==> config.mk <==
export PLATFORM = sky130hd
export DESIGN_NAME = rsl_timestamp_log
export DESIGN_NICKNAME = d
export VERILOG_FILES = /design/src/core/rsl_pkg.sv /design/src/core/rsl_timestamp_log.sv
export SDC_FILE = /design/constraint.sdc
export NUM_CORES = 1
export LEC_CHECK = 0
export BUFFER_PORTS_ARGS = -buffer_cell sky130_fd_sc_hd__buf_2
export CAP_MARGIN = 30
export CORE_ASPECT_RATIO = 1.4
export CORE_MARGIN = 2
export CORE_UTILIZATION = 40
export CTS_BUF_LIST = sky130_fd_sc_hd__clkbuf_4 sky130_fd_sc_hd__clkbuf_8 sky130_fd_sc_hd__clkbuf_16
export CTS_CLUSTER_DIAMETER = 80
export DETAILED_ROUTE_END_ITERATION = 6
export RECOVER_POWER = 25
export SETUP_SLACK_MARGIN = 0.5
export SYNTH_ARGS = -nofsm -noshare
export SYNTH_HDL_FRONTEND = slang
export SYNTH_SLANG_ARGS = --single-unit
==> constraint.sdc <==
create_clock -name mclk -period 2.3 [get_ports mclk]
set_input_delay 0.23 -clock mclk [delete_from_list [all_inputs] [get_ports mclk]]
set_output_delay 0.23 -clock mclk [all_outputs]
set_load 0.01 [all_outputs]
==> src/core/rsl_pkg.sv <==
// Constants and carrier types for the rail sequence timestamp log.
// Assumes a 25 MHz core clock and comparator levels that are already synchronous.
package rsl_pkg;

   localparam int          RSL_CHANNELS    = 3;
   localparam int          RSL_CLK_NS      = 40;
   localparam int          RSL_TICK_US     = 50;
   localparam int          RSL_TICK_CYCLES = (RSL_TICK_US * 1000) / RSL_CLK_NS;
   localparam logic [10:0] RSL_TICK_LAST   = 11'(RSL_TICK_CYCLES - 1);
   localparam logic [15:0] RSL_TIMER_MAX   = 16'hFFFF;
   localparam logic [15:0] RSL_TIMER_RST   = 16'h0000;
   localparam logic [10:0] RSL_PRESC_RST   = 11'h000;
   localparam logic [7:0]  RSL_RDATA_RST   = 8'h00;

   localparam logic [7:0]  RSL_ADDR_CH1_HIGH = 8'h90;
   localparam logic [7:0]  RSL_ADDR_CH1_LOW  = 8'h91;
   localparam logic [7:0]  RSL_ADDR_CH2_HIGH = 8'h92;
   localparam logic [7:0]  RSL_ADDR_CH2_LOW  = 8'h93;
   localparam logic [7:0]  RSL_ADDR_CH3_HIGH = 8'h94;
   localparam logic [7:0]  RSL_ADDR_CH3_LOW  = 8'h95;

   typedef enum logic [1:0] {
      RSL_IDLE = 2'h0,
      RSL_RISE = 2'h1,
      RSL_FALL = 2'h2
   } rsl_state_e;

   // Sequence request: start pulse, direction and end pulse.
   typedef struct packed {
      logic start;
      logic rising;
      logic done;
   } rsl_seq_s;

   // Register access from the serial register interface.
   typedef struct packed {
      logic       rdEn;
      logic       wrEn;
      logic [7:0] addr;
      logic [7:0] wrData;
   } rsl_reg_s;

endpackage : rsl_pkg

==> src/core/rsl_timestamp_log.sv <==
// Timestamp log for channels 1 to 3 of the rail sequence monitor.
// Assumes comparator levels and register strobes synchronous to mclk.
`timescale 1ns/10ps

// Notes on behaviour
// - In power-on or sleep-exit sequences, a rail rising past undervoltage latches the timer.
// - In power-off or sleep-entry sequences, a rail falling below 200mV latches the timer.
// - The sequence timer counts once every 50 microseconds.
// - Each stamp reads as a high byte and a low byte, bits 7 to 0.
// - Stamps are captured only while a power or sleep sequence runs.
// - Stamps sit at 0x91, 0x92, 0x93, 0x94, 0x95; their reset contents are undefined.
// - Channel 1 high byte sits at 0x90, undefined after reset.
module rsl_timestamp_log
   import rsl_pkg::*;
(
   // Clock and reset
   input  wire logic                    mclk,
   input  wire logic                    rstn,
   // Sequence control
   input  wire rsl_seq_s                seq,
   // Comparator levels per channel
   input  wire logic [RSL_CHANNELS-1:0] railAboveUv,
   input  wire logic [RSL_CHANNELS-1:0] railAboveOff,
   // Register access and sequence status
   input  wire rsl_reg_s                regReq,
   output logic [7:0]                   regRdData,
   output logic                         seqActive
);

   rsl_state_e  state;
   rsl_state_e  next_state;
   logic [10:0] presc;
   logic [15:0] timer;
   logic [15:0] stamp [RSL_CHANNELS];
   logic [RSL_CHANNELS-1:0] taken;
   logic [RSL_CHANNELS-1:0] prevUv;
   logic [RSL_CHANNELS-1:0] prevOff;
   logic [RSL_CHANNELS-1:0] capture;
   wire         tickDue = (presc == RSL_TICK_LAST);
   wire         running = (state != RSL_IDLE);
   wire [7:0]   rdMux;

   // A start takes priority over a done in the same cycle, so a back-to-back sequence is kept.
   always_comb begin
      next_state = state;
      case (state)
         RSL_IDLE: begin
            if (seq.start) begin
               next_state = seq.rising ? RSL_RISE : RSL_FALL;
            end
         end
         RSL_RISE, RSL_FALL: begin
            if (seq.start) begin
               next_state = seq.rising ? RSL_RISE : RSL_FALL;
            end else if (seq.done) begin
               next_state = RSL_IDLE;
            end
         end
         default: next_state = RSL_IDLE;
      endcase
   end

   always_ff @(posedge mclk) begin
      if (!rstn) begin
         state <= RSL_IDLE;
      end else begin
         state <= next_state;
      end
   end

   // The timer saturates instead of wrapping so a slow rail never looks early.
   always_ff @(posedge mclk) begin
      if (!rstn) begin
         presc <= RSL_PRESC_RST;
         timer <= RSL_TIMER_RST;
      end else if (seq.start) begin
         presc <= RSL_PRESC_RST;
         timer <= RSL_TIMER_RST;
      end else if (running) begin
         presc <= tickDue ? RSL_PRESC_RST : presc + 11'h001;
         if (tickDue && timer != RSL_TIMER_MAX) begin
            timer <= timer + 16'h0001;
         end
      end
   end

   // Edge history runs in every state, so a crossing just after a start is still seen.
   always_ff @(posedge mclk) begin
      if (!rstn) begin
         taken   <= '0;
         prevUv  <= '0;
         prevOff <= '0;
      end else begin
         prevUv  <= railAboveUv;
         prevOff <= railAboveOff;
         taken   <= seq.start ? '0 : (taken | capture);
      end
   end

   // Only the first crossing per channel in each sequence is logged; comparator chatter is ignored.
   genvar ch;
   generate
      for (ch = 0; ch < RSL_CHANNELS; ch++) begin : g_chan
         assign capture[ch] = !taken[ch] && !seq.start &&
            ((state == RSL_RISE && railAboveUv[ch] && !prevUv[ch]) ||
             (state == RSL_FALL && !railAboveOff[ch] && prevOff[ch]));

         // Stamps carry no reset; their contents are undefined until the first capture.
         always_ff @(posedge mclk) begin
            if (capture[ch]) begin
               stamp[ch] <= timer;
            end
         end

         a_rise_capture: assert property (@(posedge mclk) disable iff (!rstn)
            (state == RSL_RISE && !seq.start && !taken[ch] && railAboveUv[ch] && !prevUv[ch])
            |=> stamp[ch] == $past(timer))
            else $error("Rising crossing did not latch the timer.");

         a_fall_capture: assert property (@(posedge mclk) disable iff (!rstn)
            (state == RSL_FALL && !seq.start && !taken[ch] && !railAboveOff[ch] && prevOff[ch])
            |=> stamp[ch] == $past(timer))
            else $error("Falling crossing did not latch the timer.");

         a_idle_hold: assert property (@(posedge mclk) disable iff (!rstn)
            (state == RSL_IDLE && !seq.start && taken[ch])[*2] |-> $stable(stamp[ch]))
            else $error("Stamp changed outside a sequence.");

         a_write_ignored: assert property (@(posedge mclk) disable iff (!rstn)
            (regReq.wrEn && !capture[ch] && taken[ch]) |=> $stable(stamp[ch]))
            else $error("Register write altered a stamp.");
      end
   endgenerate

   assign rdMux =
      (regReq.addr == RSL_ADDR_CH1_HIGH) ? stamp[0][15:8] :
      (regReq.addr == RSL_ADDR_CH1_LOW)  ? stamp[0][7:0]  :
      (regReq.addr == RSL_ADDR_CH2_HIGH) ? stamp[1][15:8] :
      (regReq.addr == RSL_ADDR_CH2_LOW)  ? stamp[1][7:0]  :
      (regReq.addr == RSL_ADDR_CH3_HIGH) ? stamp[2][15:8] :
      (regReq.addr == RSL_ADDR_CH3_LOW)  ? stamp[2][7:0]  : RSL_RDATA_RST;

   // Read data holds its last value between reads; writes have no path to the stamps.
   always_ff @(posedge mclk) begin
      if (!rstn) begin
         regRdData <= RSL_RDATA_RST;
      end else if (regReq.rdEn) begin
         regRdData <= rdMux;
      end
   end

   assign seqActive = running;

   a_tick_period: assert property (@(posedge mclk) disable iff (!rstn)
      (running && !seq.start && tickDue && timer != RSL_TIMER_MAX) |=> timer == $past(timer) + 16'h0001)
      else $error("Timer did not advance on the tick.");

   a_no_early_tick: assert property (@(posedge mclk) disable iff (!rstn)
      (!tickDue && !seq.start) |=> timer == $past(timer))
      else $error("Timer advanced between ticks.");

   a_start_clears: assert property (@(posedge mclk) disable iff (!rstn)
      seq.start |=> (timer == RSL_TIMER_RST && presc == RSL_PRESC_RST && taken == '0))
      else $error("Sequence start did not clear the timer.");

   a_read_high1: assert property (@(posedge mclk) disable iff (!rstn)
      (regReq.rdEn && regReq.addr == RSL_ADDR_CH1_HIGH && !capture[0])
      |=> regRdData == stamp[0][15:8])
      else $error("Channel 1 high byte read wrong.");

   a_read_low2: assert property (@(posedge mclk) disable iff (!rstn)
      (regReq.rdEn && regReq.addr == RSL_ADDR_CH2_LOW && !capture[1])
      |=> regRdData == stamp[1][7:0])
      else $error("Channel 2 low byte read wrong.");

   a_read_split: assert property (@(posedge mclk) disable iff (!rstn)
      (regReq.rdEn && regReq.addr == RSL_ADDR_CH3_HIGH && !capture[2])
      ##1 (regReq.rdEn && regReq.addr == RSL_ADDR_CH3_LOW && !capture[2])
      |=> {$past(regRdData), regRdData} == stamp[2])
      else $error("Channel 3 bytes do not form the stamp.");

   // Sequence control, capture, timer, prescaler, read-path and reset checks.
   a_seq_enter: assert property (@(posedge mclk) disable iff (!rstn)
      seq.start |=> state == ($past(seq.rising) ? RSL_RISE : RSL_FALL))
      else $error("Sequence start chose the wrong direction.");

   a_done_idle: assert property (@(posedge mclk) disable iff (!rstn)
      (running && seq.done && !seq.start) |=> !running)
      else $error("Sequence end did not return to idle.");

   a_idle_no_capture: assert property (@(posedge mclk) disable iff (!rstn)
      !running |-> capture == '0)
      else $error("Capture fired outside a sequence.");

   a_taken_sticky: assert property (@(posedge mclk) disable iff (!rstn)
      !seq.start |=> (taken & $past(taken)) == $past(taken))
      else $error("Capture flag cleared without a start.");

   a_idle_frozen: assert property (@(posedge mclk) disable iff (!rstn)
      (!running && !seq.start) |=> ($stable(timer) && $stable(presc)))
      else $error("Timer moved while idle.");

   a_presc_range: assert property (@(posedge mclk) disable iff (!rstn)
      presc <= RSL_TICK_LAST)
      else $error("Prescaler passed its last count.");

   a_presc_wrap: assert property (@(posedge mclk) disable iff (!rstn)
      (running && !seq.start && tickDue) |=> presc == RSL_PRESC_RST)
      else $error("Prescaler did not wrap on the tick.");

   a_sat_hold: assert property (@(posedge mclk) disable iff (!rstn)
      (running && !seq.start && timer == RSL_TIMER_MAX) |=> timer == RSL_TIMER_MAX)
      else $error("Timer wrapped past its maximum.");

   a_unmapped_zero: assert property (@(posedge mclk) disable iff (!rstn)
      (regReq.rdEn && (regReq.addr < RSL_ADDR_CH1_HIGH || regReq.addr > RSL_ADDR_CH3_LOW))
      |=> regRdData == RSL_RDATA_RST)
      else $error("Unmapped read returned data.");

   a_read_hold: assert property (@(posedge mclk) disable iff (!rstn)
      !regReq.rdEn |=> $stable(regRdData))
      else $error("Read data changed without a read.");

   a_reset_clear: assert property (@(posedge mclk)
      !rstn |=> (regRdData == RSL_RDATA_RST && state == RSL_IDLE && timer == RSL_TIMER_RST))
      else $error("Reset left state behind.");

endmodule : rsl_timestamp_log

## Word level (Yosys, flattened, before mapping)

Memories as Yosys holds them, arrays and structs flattened.
Cells that the tools add are included.

- Flip-flop bits (word level): 46
- Memory bits (writable): 48
- Bits of input ports: 29
- Output and inout bits: 9
- Memories kept: 1

Memories:

| memory | depth | width | read ports | clocked after Yosys merged registers in | write ports | RTL line | source |
|---|---|---|---|---|---|---|---|
| stamp | 3 | 16 | 3 | 0 | 3 | rsl_timestamp_log.sv:34 | `logic [15:0] stamp [RSL_CHANNELS];` |

- $add $sub $neg: 2
- Equal/unequal tests: 12
- Mux-type cells: 18
- Bitwise gates (word level): 2
- Reductions and logical operators: 38

Operators with widths:

| kind | number |
|---|---|
| $eq 8x8->1 const B | 6 |
| $mux 8 | 6 |
| $logic_and 1x1->1 | 19 |
| $add 16x1->16 const B | 1 |
| $ne 16x16->1 const B | 1 |
| $add 11x1->11 const B | 1 |
| $eq 11x11->1 const B | 1 |
| $mux 11 | 1 |
| $logic_not 1->1 | 10 |
| $mux 2 | 4 |
| $mux 1 | 6 |
| $pmux 2 s2 | 1 |
| $reduce_and 2->1 | 2 |
| $reduce_or 2->1 | 2 |
| $logic_or 1x1->1 | 3 |
| $ne 3x3->1 const B | 1 |
| $or 3x3->3 | 1 |
| $eq 2x1->1 const B | 1 |
| $eq 2x2->1 const B | 1 |
| $logic_not 2->1 | 1 |
| $ne 2x2->1 const B | 1 |
| $reduce_bool 2->1 | 1 |
| $not 1->1 | 1 |

## Depth between registers and ports, before layout

Gate-level depths: netlist of the first run.

- Depth in word-level cells: 7
- Mapped depth: 9
- Mapped depth without buffers: 6

## Worst setup path after synthesis of the first run

No wires, ideal clock.

- Path type: flip-flop to flip-flop
- Start point: register state[0]
- End point: memory stamp[0][0], enable pin
- Arrival time: 1.950 ns
- Data required time: 1.891 ns
- Path slack: -0.060 ns
- Cell stages (with the launch flop): 6
- Buffers on the path: 0
- Cells stage by stage: dfxtp_1 > inv_1 > ha_1 > nand2_1 > o22a_1 > nor3_1

RTL lines:

| what | RTL line | source |
|---|---|---|
| start, declared | rsl_timestamp_log.sv:30 | `rsl_state_e state;` |
| start signal, assigned | rsl_timestamp_log.sv:67 | `state <= next_state;` |
| end, declared | rsl_timestamp_log.sv:34 |  |

## Worst setup path in the final report of the first run

- Start point: register timer[0]
- End point: register timer[14]

- Cells in the longest elaborated chain, start to end: 3
- Elaborated cells between the ends (all ways): 4
- Classes of those cells: add/sub (1); eq/ne (1); reduce/logical (2)

Ends and longest elaborated chain:

| what | RTL line | source |
|---|---|---|
| start, declared | rsl_timestamp_log.sv:33 | `logic [15:0] timer;` |
| start signal, assigned | rsl_timestamp_log.sv:82 | `timer <= timer + 16'h0001;` |
| parallel branches: the longest is 3 deep, another holds $add 16x1->16 | - |  |

Parallel ways; which one is timed is not known.
A chain may end at the register's enable or synchronous reset.

==> out/metrics.cfg, run 1 <==
[logic_synthesis]
ys_seq_area_frac = 0.579
synth_ff_type = edfxtp_1
synth_nets = 395
synth_top_area_frac = 0.353
synth_cells = 359
yosys.area_share.adder = 0.0215
syn_area_um2 = 4080
synth_compound_area_frac = 0.111
async_flop_share = 0
yosys.area.top_type = edfxtp_1
synth-edff-count = 48
ys_seq_elements = 94
synth_common_cells = edfxtp_1, dfxtp_1, nand2_1, o21ai_0, a21oi_1
synth-simple-area-share = 0.209
synth_area_leaders = edfxtp_1, dfxtp_1, nand2_1
synth_cell_types = 48
syn_area_per_cell_um2 = 11.4
synth.most_common_cell = edfxtp_1
synth_mux_area_frac = 0.0270
yosysWarnings = 0
synth-xor-area-share = 0.0215
synth_top_family_by_area = simple AND/OR/NAND/NOR gates

[critical_path]
crit_family = simple AND/OR/NAND/NOR gates
r2r_cells = 5
required_ns = 2.56
timing.rr.start = timer[0]
crit_buf_inv = 0
arrival_ns = 2.06
crit_chain = ha_1 -> and3_4 -> nand4_4 -> or4_4 -> a21oi_2
reg2reg_to = timer[14]
crit_path_end_kind = register
r2r_setup_slack_ns = 0.50
crit_path_max_fanout = 8
slowest_delay_ns = 0.54
start_kind = register
path_class = reg2reg
slowest_stage = or4_4

[sta]
hold_violations = 0
rsz0062_at_grt = false
max_slew.worst_pin.slew_ns = 0.794
min_period_ns = 1.80
fmax_mhz = 554
finalCritPeriodShare = 0.784
setup_viol = 0
fin_ws_ns = 0.496
maxSlewHeadroom = 0.471
worst_hold_slack_ns = 0.105
tns_ns = 0
drv_slew = 0
clock_skew_ns = 0.00882

[cells_and_area]
fin_nets = 446
multi_input_area_um2 = 1710
drive_gt1_frac = 0.258
fin_area_um2 = 4990
area.sequential_um2 = 2370
antenna_cells_inserted = 0
fillers = 895
fin_cells = 550
syn_to_final_growth_pct = 22.4

[floorplanning]
ios = 38
die_w_um = 89.3
design.core.area_um2 = 9900
die_y_um = 123
initial_core_util = 0.412
rows = 43
fp.dieArea_um2 = 11000

[clocking]
clk_path_buf_depth = 2
insertion_delay_ns = 0.34
clk_pin_slew_worst_paths_ns = 0.07
clock-sinks = 94
htreeDepth = 3
cts_root_buffer = clkbuf_16
cts_buffers = 9
cts_tree = done
cts_hold_buf = 0

[global_route]
grt_usage = 0.161
grt_overflow_total = 0
antenna_found_initial = 0
grt_max_degree = 26
grt_pass1_wl_mm = 13.5
grt_pass1_vias = 2841

[detailed_routing]
drc = 0
postRouteAntennaNets = 0
wl_per_cell_um = 15.3
via_per_inst = 5.26
drtIter0Drc = 114
drt_wl_total_mm = 8.42
vias = 2893
dr.pass1.iters = 4

[pwr]
power.density_nw_per_um2 = 748
power.leakage_nw = 1.73
switchingPower_mw = 0.747
p_comb_frac = 0.052
swShare = 0.200
internal_power_mw = 2.99
pwr-share-seq = 0.477
power_frac_clock = 0.471
vdd_drop_max_mv = 0.381

[place]
pre_cts_ws_ns = 0.376
place.gp.congestion = 0.746
placed_cells = 519
dp_hpwl_mm = 5.46
placed_area_um2 = 4420
io_buffers = 28

[worst_hold_path]
min_from = railAboveOff[0]
hold_depth = 2
hp-class = in2reg
min_to = prevOff[0]

[flow_run]
drv_cap = 0

[outcome]
status = completed

-- layout by cell type (no fill, tap or decap), types with 4 or more instances in the layout --
master	synthesis	layout
edfxtp_1	48	48
dfxtp_1	46	41
nand2_1	33	33
buf_2	1	27
buf_4	1	22
o21ai_0	21	21
nor2_1	19	19
a21oi_1	20	16
nand4_1	15	15
nor2b_1	15	15
o31ai_1	11	11
inv_1	12	10
clkbuf_16	0	10
or4_1	10	8
mux2_2	8	8
a31oi_1	7	7
a221o_1	6	6
xor2_1	6	6
ha_1	7	6
nand2b_1	5	5
dfxtp_2	0	5
o22a_1	4	4
nand3_1	5	4
a21oi_2	0	4
and2_1	6	4
xnor2_1	4	4
-- repair_timing --
item | 4_1_cts | 5_1_grt
setup endpoints to repair | 14 | 15
gates resized for setup | 10 | 21
setup buffers | 6 | 8
cloned | 0 | 1
pin swaps | 2 | 5
-- logic make-up (layout without fill, tap and decap cells) --
kind of cell    Yosys count  in the layout
flops                    94             94
buf+inv                  26             81
fa+ha+maj                 7              7
simple gates            140            141
compound gates           72             72
xor+xnor                 10             10
mux                      10             10
-- registers in the layout (all words and copies together), names as in the netlist --
signal / count
timer: 16
prevOff: 3
state: 2
presc: 11
taken: 3
regRdData: 8
stamp: 48
prevUv: 3
-- layer usage --
layer / vias to the layer above / share of wire / track usage
li1: 1447 / - / -
met4: 0 / 0.025 / 0.0644
met1: 1381 / 0.42 / 0.186
met2: 50 / 0.52 / 0.282
met5: - / 0 / 0
met3: 15 / 0.031 / 0.0381
-- cell type report --
cell class	count	share of cell area
clock buffers	10	0.0501
clock inverters	6	0.0231
inverters	12	0.00902
multi-input cells	240	0.342
flip-flops and latches	94	0.474
well taps	135	0.0338
repair buffers	53	0.0677
-- power by group through the flow --
| stage | registers (mW) | logic, mW | clock network [mW] |
|---|---|---|---|
| detailed placement | 1.82 | 0.178 | 0 |
| global route | 1.78 | 0.217 | 1.86 |
| floorplan | 1.82 | 0.116 | 0 |
| finish | 1.78 | 0.195 | 1.76 |
| CTS | 1.78 | 0.189 | 1.79 |
| global placement | 1.82 | 0.175 | 0 |
-- stage by stage --
| stage | util | power, mW |
|---|---|---|
| CTS | 0.493 | 3.77 |
| global route | 0.504 | 3.87 |
| finish | 0.504 | 3.74 |
| global placement | 0.447 | 1.99 |
| detailed placement | 0.447 | 2.00 |
| floorplan | - | 1.94 |
-- worst max path at each step --
stage	start	to	slack, ns	depth (start not counted)
floorplan	state[1]	stamp[0][32]	0.51	6
global placement	regReq[13]	regRdData[6]	0.41	6
detailed placement	timer[0]	timer[0]	0.38	5
CTS	state[1]	timer[2]	0.52	7
global route	timer[0]	timer[14]	0.40	5
finish	timer[0]	timer[14]	0.50	5
-- worst reg2reg max path, stage by stage, from the launching register on --
cell and delay [ns]:
dfxtp_1 0.45, ha_1 0.22, and3_4 0.23, nand4_4 0.16, or4_4 0.54, a21oi_2 0.12
(Power assumes the default switching activity.)
==> run 2, diff against run 1 <==
clock period = 1.5 ns   (was 2.3 ns; I/O delays follow)
==> run 2 against run 1 <==
  * Critical endpoint is now timer[5]
  * Combinational power grew 140%
  * Cell count is 13% higher
  * Hold slack got worse by 0.081 ns
  * Via count is 12% higher
  * Final area up 21%
  * Critical path type unchanged
  * The flow now finishes with violations (negative setup slack)
==> out/metrics.cfg, run 2 (same netlist as run 1, synthesis figures left out) <==
[detailed_routing]
postRouteAntennaNets = 0  ; unchanged
wl_per_cell_um = 16.3  ; was 15.3 um
drt_wl_total_mm = 10.1  ; was 8.42 mm
drtIter0Drc = 228  ; was 114
via_per_inst = 5.24  ; was 5.26
dr.pass1.iters = 4  ; unchanged
vias = 3247  ; was 2893
drc = 0  ; unchanged

[clocking]
clk_path_buf_depth = 2  ; unchanged
clock-sinks = 94  ; unchanged
htreeDepth = 3  ; unchanged
cts_buffers = 9  ; unchanged
insertion_delay_ns = 0.34  ; about the same
cts_hold_buf = 0  ; unchanged
clk_pin_slew_worst_paths_ns = 0.07  ; about the same
cts_root_buffer = clkbuf_16  ; unchanged
cts_tree = done  ; unchanged

[cells_and_area]
top_regs = stamp (48), timer (16), presc (11)  ; unchanged
mostFrequentLayoutCells = buf_4, edfxtp_1, dfxtp_1  ; was edfxtp_1, dfxtp_1, nand2_1
fin_nets = 517  ; was 446
fin_cells = 620  ; was 550
final_common_cell = buf_4  ; was edfxtp_1
fin_area_um2 = 6020  ; was 4990 um2
antenna_cells_inserted = 0  ; unchanged
largest_reg_flops = 48  ; unchanged
regMostFlops = stamp  ; unchanged
syn_to_final_growth_pct = 47.7  ; was 22.4%
drive_gt1_frac = 0.470  ; was 0.258
final_core_util = 0.608  ; was 0.504

[flow_run]
drv_cap = 0  ; unchanged

[floorplanning]
die_w_um = 89.3  ; unchanged
rows = 43  ; unchanged
design.core.area_um2 = 9900  ; unchanged
fp.dieArea_um2 = 11000  ; unchanged
initial_core_util = 0.412  ; unchanged
ios = 38  ; unchanged
die_y_um = 123  ; unchanged

[place]
placed_cells = 575  ; was 519
dp_hpwl_mm = 6.41  ; was 5.46 mm
placed_area_um2 = 4970  ; was 4420 um2
io_buffers = 28  ; unchanged
place.gp.congestion = 0.811  ; was 0.746

[sta]
rsz0062_at_grt = true  ; was false
finalCritPeriodShare = 1.18  ; was 0.784
setup_viol = 76  ; was 0
tns_ns = -11.72  ; was 0 ns
hold_violations = 0  ; unchanged
min_period_ns = 1.77  ; was 1.80 ns
drv_slew = 0  ; unchanged
fmax_mhz = 565  ; was 554 MHz
clock_skew_ns = 0.00794  ; was 0.00882 ns
max_slew.worst_pin.slew_ns = 0.602  ; was 0.794 ns
fin_ws_ns = -0.269  ; was 0.496 ns
maxSlewHeadroom = 0.599  ; was 0.471

[pwr]
power.leakage_nw = 2.21  ; was 1.73 nW
power.density_nw_per_um2 = 878  ; was 748 nW/um2
finalPower_mw = 5.29  ; was 3.74 mW
vdd_drop_max_mv = 0.645  ; was 0.381 mV

[critical_path]
crit_path_max_fanout = 8  ; unchanged
arrival_ns = 2.04  ; was 2.06 ns
r2r_setup_slack_ns = -0.27  ; was 0.50 ns
start_kind = register  ; unchanged
path_class = reg2reg  ; unchanged
crit_path_end_kind = register  ; unchanged
reg2reg_to = timer[5]  ; was timer[14]
r2r_cells = 7  ; was 5
timing.rr.start = state[1]  ; was timer[0]
required_ns = 1.78  ; was 2.56 ns

[global_route]
antenna_found_initial = 0  ; unchanged
met3_usage = 0.0347  ; was 0.0381
grt_pass1_vias = 3361  ; was 2841
met2_usage = 0.342  ; was 0.282
grt_pass1_wl_mm = 15.6  ; was 13.5 mm
top_usage_layer = met2  ; unchanged
grt_overflow_total = 0  ; unchanged
grt_usage = 0.186  ; was 0.161
grt_max_degree = 26  ; unchanged
grt_util_met1 = 0.207  ; was 0.186

[outcome]
status = finished with violations  ; was completed
violations = negative setup slack

[worst_hold_path]
min_from = railAboveOff[1]  ; was railAboveOff[0]
hold_depth = 2  ; unchanged
hp-class = in2reg  ; unchanged
min_to = prevOff[1]  ; was prevOff[0]

run 2: cell type report:
type | count | area (um2)
Multi-Input combinational cell | 240 | 2130
Sequential cell | 94 | 2370
Clock buffer | 10 | 233
Tap cell | 135 | 169
Clock inverter | 5 | 35.0
Timing Repair Buffer | 124 | 1040
Fill cell | 821 | 3880
Inverter | 12 | 47.5
run 2: worst max-delay path, cell delays in order (launching register included):
cell	delay, ns
dfxtp_2	0.34
inv_2	0.05
ha_4	0.17
nor3_4	0.14
buf_12	0.14
nand4_4	0.16
or4_4	0.55
a21oi_2	0.13
run 2: per-stage QoR:
step | setup slack [ns] | hold WS (ns)
2_1_floorplan | -0.239 | 0.272
3_3_place_gp | -0.231 | 0.368
3_5_place_dp | -0.294 | 0.373
4_1_cts | -0.216 | 0.0155
5_1_grt | -0.329 | 0.0393
6_report | -0.269 | 0.0238
run 2: metal layers:
metal | wire length (um) | up-vias | part of all wire
li1 | - | 1590 | -
met1 | 4070 | 1600 | 0.40
met2 | 5650 | 42 | 0.56
met3 | 206 | 15 | 0.020
met4 | 180 | 0 | 0.018
met5 | 0 | - | 0
run 2: report_power, final:
part           switching (mW)  leakage (nW)  internal (mW)
sequential             0.0157         0.846           2.71
clock                   0.954         0.133           1.14
combinational           0.234          1.23          0.230
run 2: how the worst max path moves through the flow:
stage                     end  cells past startpoint     start  slack [ns]
global route         timer[5]                      7  state[1]       -0.33
global placement    timer[11]                      7  state[0]       -0.23
finish               timer[5]                      7  state[1]       -0.27
detailed placement  timer[11]                      7  state[1]       -0.29
floorplan            timer[9]                      7  state[0]       -0.24
CTS                  timer[5]                      7  state[1]       -0.22
run 2: repair_timing:
item | in CTS | in global routing
cloned | 2 | 1
resized for setup | 59 | 62
pin swaps | 27 | 39
setup endpoints to repair | 89 | 89
buffers inserted | 18 | 9
==> run 3, diff against run 2 <==
ABC_AREA = 1   (was default)
==> run 3 against run 2 <==
  * The run still ends with negative setup slack left
  * Sequential power up 3%
  * Sequential share of layout area grew 0.30 points
  * Clock-buffer cell count unchanged
  * Register-to-register slack improved by 0.26 ns
  * Synthesized cell count is 35% higher
  * Clock power is 12% higher
  * Fmax grew 17%
  * Wire length up 4.3%
  * First-iteration DRC count fell by 31%
  * Cell count is 18% higher
  * Clock skew shrank 0.00097 ns
  * Critical path type unchanged
==> out/metrics.cfg, run 3 <==
[cells_and_area]
regMostFlops = stamp  ; unchanged
fin_cells = 733  ; was 620
mostFrequentLayoutCells = nand2_1, inv_1, buf_4, edfxtp_1  ; was buf_4, edfxtp_1, dfxtp_1
antenna_cells_inserted = 0  ; unchanged
syn_to_final_growth_pct = 41.3  ; was 47.7%
fin_area_um2 = 6060  ; was 6020 um2
largest_reg_flops = 48  ; unchanged
drive_gt1_frac = 0.402  ; was 0.470
top_regs = stamp (48), timer (16), presc (11)  ; unchanged
final_common_cell = nand2_1  ; was buf_4
fillers = 908  ; was 821
fin_nets = 626  ; was 517

[logic_synthesis]
ys_seq_area_frac = 0.551  ; was 0.579
synth_cell_types = 36  ; was 48
ys_seq_elements = 94  ; unchanged
synth-edff-count = 48  ; unchanged
synth_top_area_frac = 0.336  ; was 0.353
synth_area_leaders = edfxtp_1, dfxtp_1, nand2_1  ; unchanged
yosysWarnings = 0  ; unchanged
syn_area_um2 = 4290  ; was 4080 um2
yosys.area.top_type = edfxtp_1  ; unchanged
synth_ff_type = edfxtp_1  ; unchanged
async_flop_share = 0  ; unchanged
synth_common_cells = nand2_1, inv_1, nor2_1, nand3_1, edfxtp_1  ; was edfxtp_1, dfxtp_1, nand2_1, o21ai_0, a21oi_1
syn_area_per_cell_um2 = 8.85  ; was 11.4 um2
synth_nets = 521  ; was 395
synth.most_common_cell = nand2_1  ; was edfxtp_1
synth_cells = 485  ; was 359

[detailed_routing]
via_per_inst = 4.91  ; was 5.24
drc = 0  ; unchanged
vias = 3596  ; was 3247
dr.pass1.iters = 4  ; unchanged
drt_wl_total_mm = 10.5  ; was 10.1 mm
postRouteAntennaNets = 0  ; unchanged
drtIter0Drc = 158  ; was 228
wl_per_cell_um = 14.4  ; was 16.3 um

[sta]
min_period_ns = 1.51  ; was 1.77 ns
drv_slew = 0  ; unchanged
finalCritPeriodShare = 1.01  ; was 1.18
maxSlewHeadroom = 0.551  ; was 0.599
fin_ws_ns = -0.00924  ; was -0.269 ns
setup_viol = 8  ; was 76
fmax_mhz = 663  ; was 565 MHz
hold_violations = 0  ; unchanged
rsz0062_at_grt = true  ; unchanged
clock_skew_ns = 0.00697  ; was 0.00794 ns
max_slew.worst_pin.slew_ns = 0.672  ; was 0.602 ns

[global_route]
grt_max_degree = 18  ; was 26
grt_pass1_wl_mm = 16.4  ; was 15.6 mm
grt_overflow_total = 0  ; unchanged
grt_usage = 0.185  ; was 0.186
antenna_found_initial = 0  ; unchanged
grt_pass1_vias = 3495  ; was 3361

[clocking]
insertion_delay_ns = 0.35  ; was 0.34 ns
clk_pin_slew_worst_paths_ns = 0.06  ; was 0.07 ns
cts_root_buffer = clkbuf_16  ; unchanged
htreeDepth = 3  ; unchanged
cts_buffers = 9  ; unchanged
cts_tree = done  ; unchanged
clock-sinks = 94  ; unchanged
clk_path_buf_depth = 2  ; unchanged

[place]
placed_area_um2 = 5090  ; was 4970 um2
place.gp.congestion = 0.805  ; was 0.811
io_buffers = 28  ; unchanged
dp_hpwl_mm = 6.75  ; was 6.41 mm
placed_cells = 677  ; was 575

[outcome]
status = finished with violations  ; unchanged
violations = negative setup slack  ; unchanged

[flow_run]
drv_cap = 0  ; unchanged

[critical_path]
crit_path_end_kind = register  ; unchanged
start_kind = register  ; unchanged
crit_path_max_fanout = 8  ; unchanged
arrival_ns = 1.57  ; was 2.04 ns
required_ns = 1.56  ; was 1.78 ns
path_class = reg2reg  ; unchanged
r2r_setup_slack_ns = -0.009  ; was -0.27 ns

[floorplanning]
ios = 38  ; unchanged
design.core.area_um2 = 10400  ; was 9900 um2
fp.dieArea_um2 = 11600  ; was 11000 um2
rows = 44  ; was 43
initial_core_util = 0.412  ; about the same
die_y_um = 127  ; was 123 um
die_w_um = 91.5  ; was 89.3 um

[worst_hold_path]
hp-class = in2reg  ; unchanged

[pwr]
vdd_drop_max_mv = 0.564  ; was 0.645 mV
power.leakage_nw = 2.39  ; was 2.21 nW
power.density_nw_per_um2 = 964  ; was 878 nW/um2

-- run 3: changes by cell type after synthesis, moves of 8 or more --
cell / before / now
clkbuf_1: 9 / 0
or4_1: 10 / 0
nand3_1: 5 / 49
mux2_2: 8 / 0
nor2b_1: 15 / 0
nor2_1: 19 / 56
nand2_1: 33 / 103
inv_1: 12 / 61
o31ai_1: 11 / 0
-- run 3: critical path, cell delays in order, from the launching register on --
cell,delay [ns]
dfxtp_4,0.37
inv_4,0.07
ha_4,0.14
nand2_2,0.05
o21ai_2,0.16
nand2_2,0.10
nor2_4,0.18
buf_12,0.16
-- run 3: path summary, 6_finish.rpt --
check / endpoint / depth (start not counted) / from
setup / recovery: stamp[0][8] / 7 / state[1]
hold / removal: prevOff[2] / 3 / railAboveOff[2]
setup reg to reg: stamp[0][8] / 7 / state[1]
hold reg to reg: regRdData[1] / 2 / regRdData[1]
-- run 3: repair_timing --
item	CTS	global route
hold endpoints to repair	4	0
endpoints found under the setup margin	81	91
cloned	2	0
pin swaps	34	29
resized for setup	55	45
buffers inserted	19	15
hold buffers	4	0
-- run 3: metal layers --
metal | track usage | up-vias | share of wire
met3 | 0.0321 | 13 | 0.026
met5 | 0 | - | 0
met1 | 0.186 | 1709 | 0.39
li1 | - | 1819 | -
met4 | 0.0820 | 0 | 0.019
met2 | 0.362 | 55 | 0.57
-- run 3: through the flow --
stage	TNS (ns)	hold slack (ns)	worst slack [ns]	util	total power, mW
floorplan	0	0.243	0.0306	-	3.18
global placement	-0.0567	0.339	-0.0307	0.490	3.32
detailed placement	-0.0971	0.347	-0.0419	0.490	3.34
CTS	0	0.000935	0.0168	0.559	5.85
global route	-2.07	0.0252	-0.0852	0.583	6.08
finish	-0.0544	0.0140	-0.00924	0.583	5.84
-- run 3: where the power goes --
| part | total, mW | switching, mW | leakage [nW] | internal (mW) |
|---|---|---|---|---|
| Combinational | 0.687 | 0.365 | 1.40 | 0.322 |
| Sequential | 2.80 | 0.0437 | 0.829 | 2.76 |
| Clock | 2.35 | 1.01 | 0.153 | 1.34 |
| Total | 5.84 | 1.42 | 2.39 | 4.42 |
-- run 3: area by class of cell --
class                           instances  area [um2]  share of cell area
Inverter                               65         284              0.0468
Tap cell                              138         173              0.0285
Timing Repair Buffer                  100         815               0.134
Clock buffer                           10         233              0.0384
Multi-Input combinational cell        320        2080               0.343
Clock inverter                          6        76.3              0.0126
Sequential cell                        94        2400               0.396
-- run 3: kinds of logic (layout without fill, tap and decap cells) --
kind of cell             Yosys count  count (layout)  synth area share
AO/OA/AOI/OAI                     46              46            0.0589
buffers and inverters             72             181            0.0668
XOR/XNOR                          13              13            0.0265
flip-flops                        94              94             0.551
AND/OR/NAND/NOR                  253             254             0.277
adder cells (fa/ha/maj)            7               7            0.0204
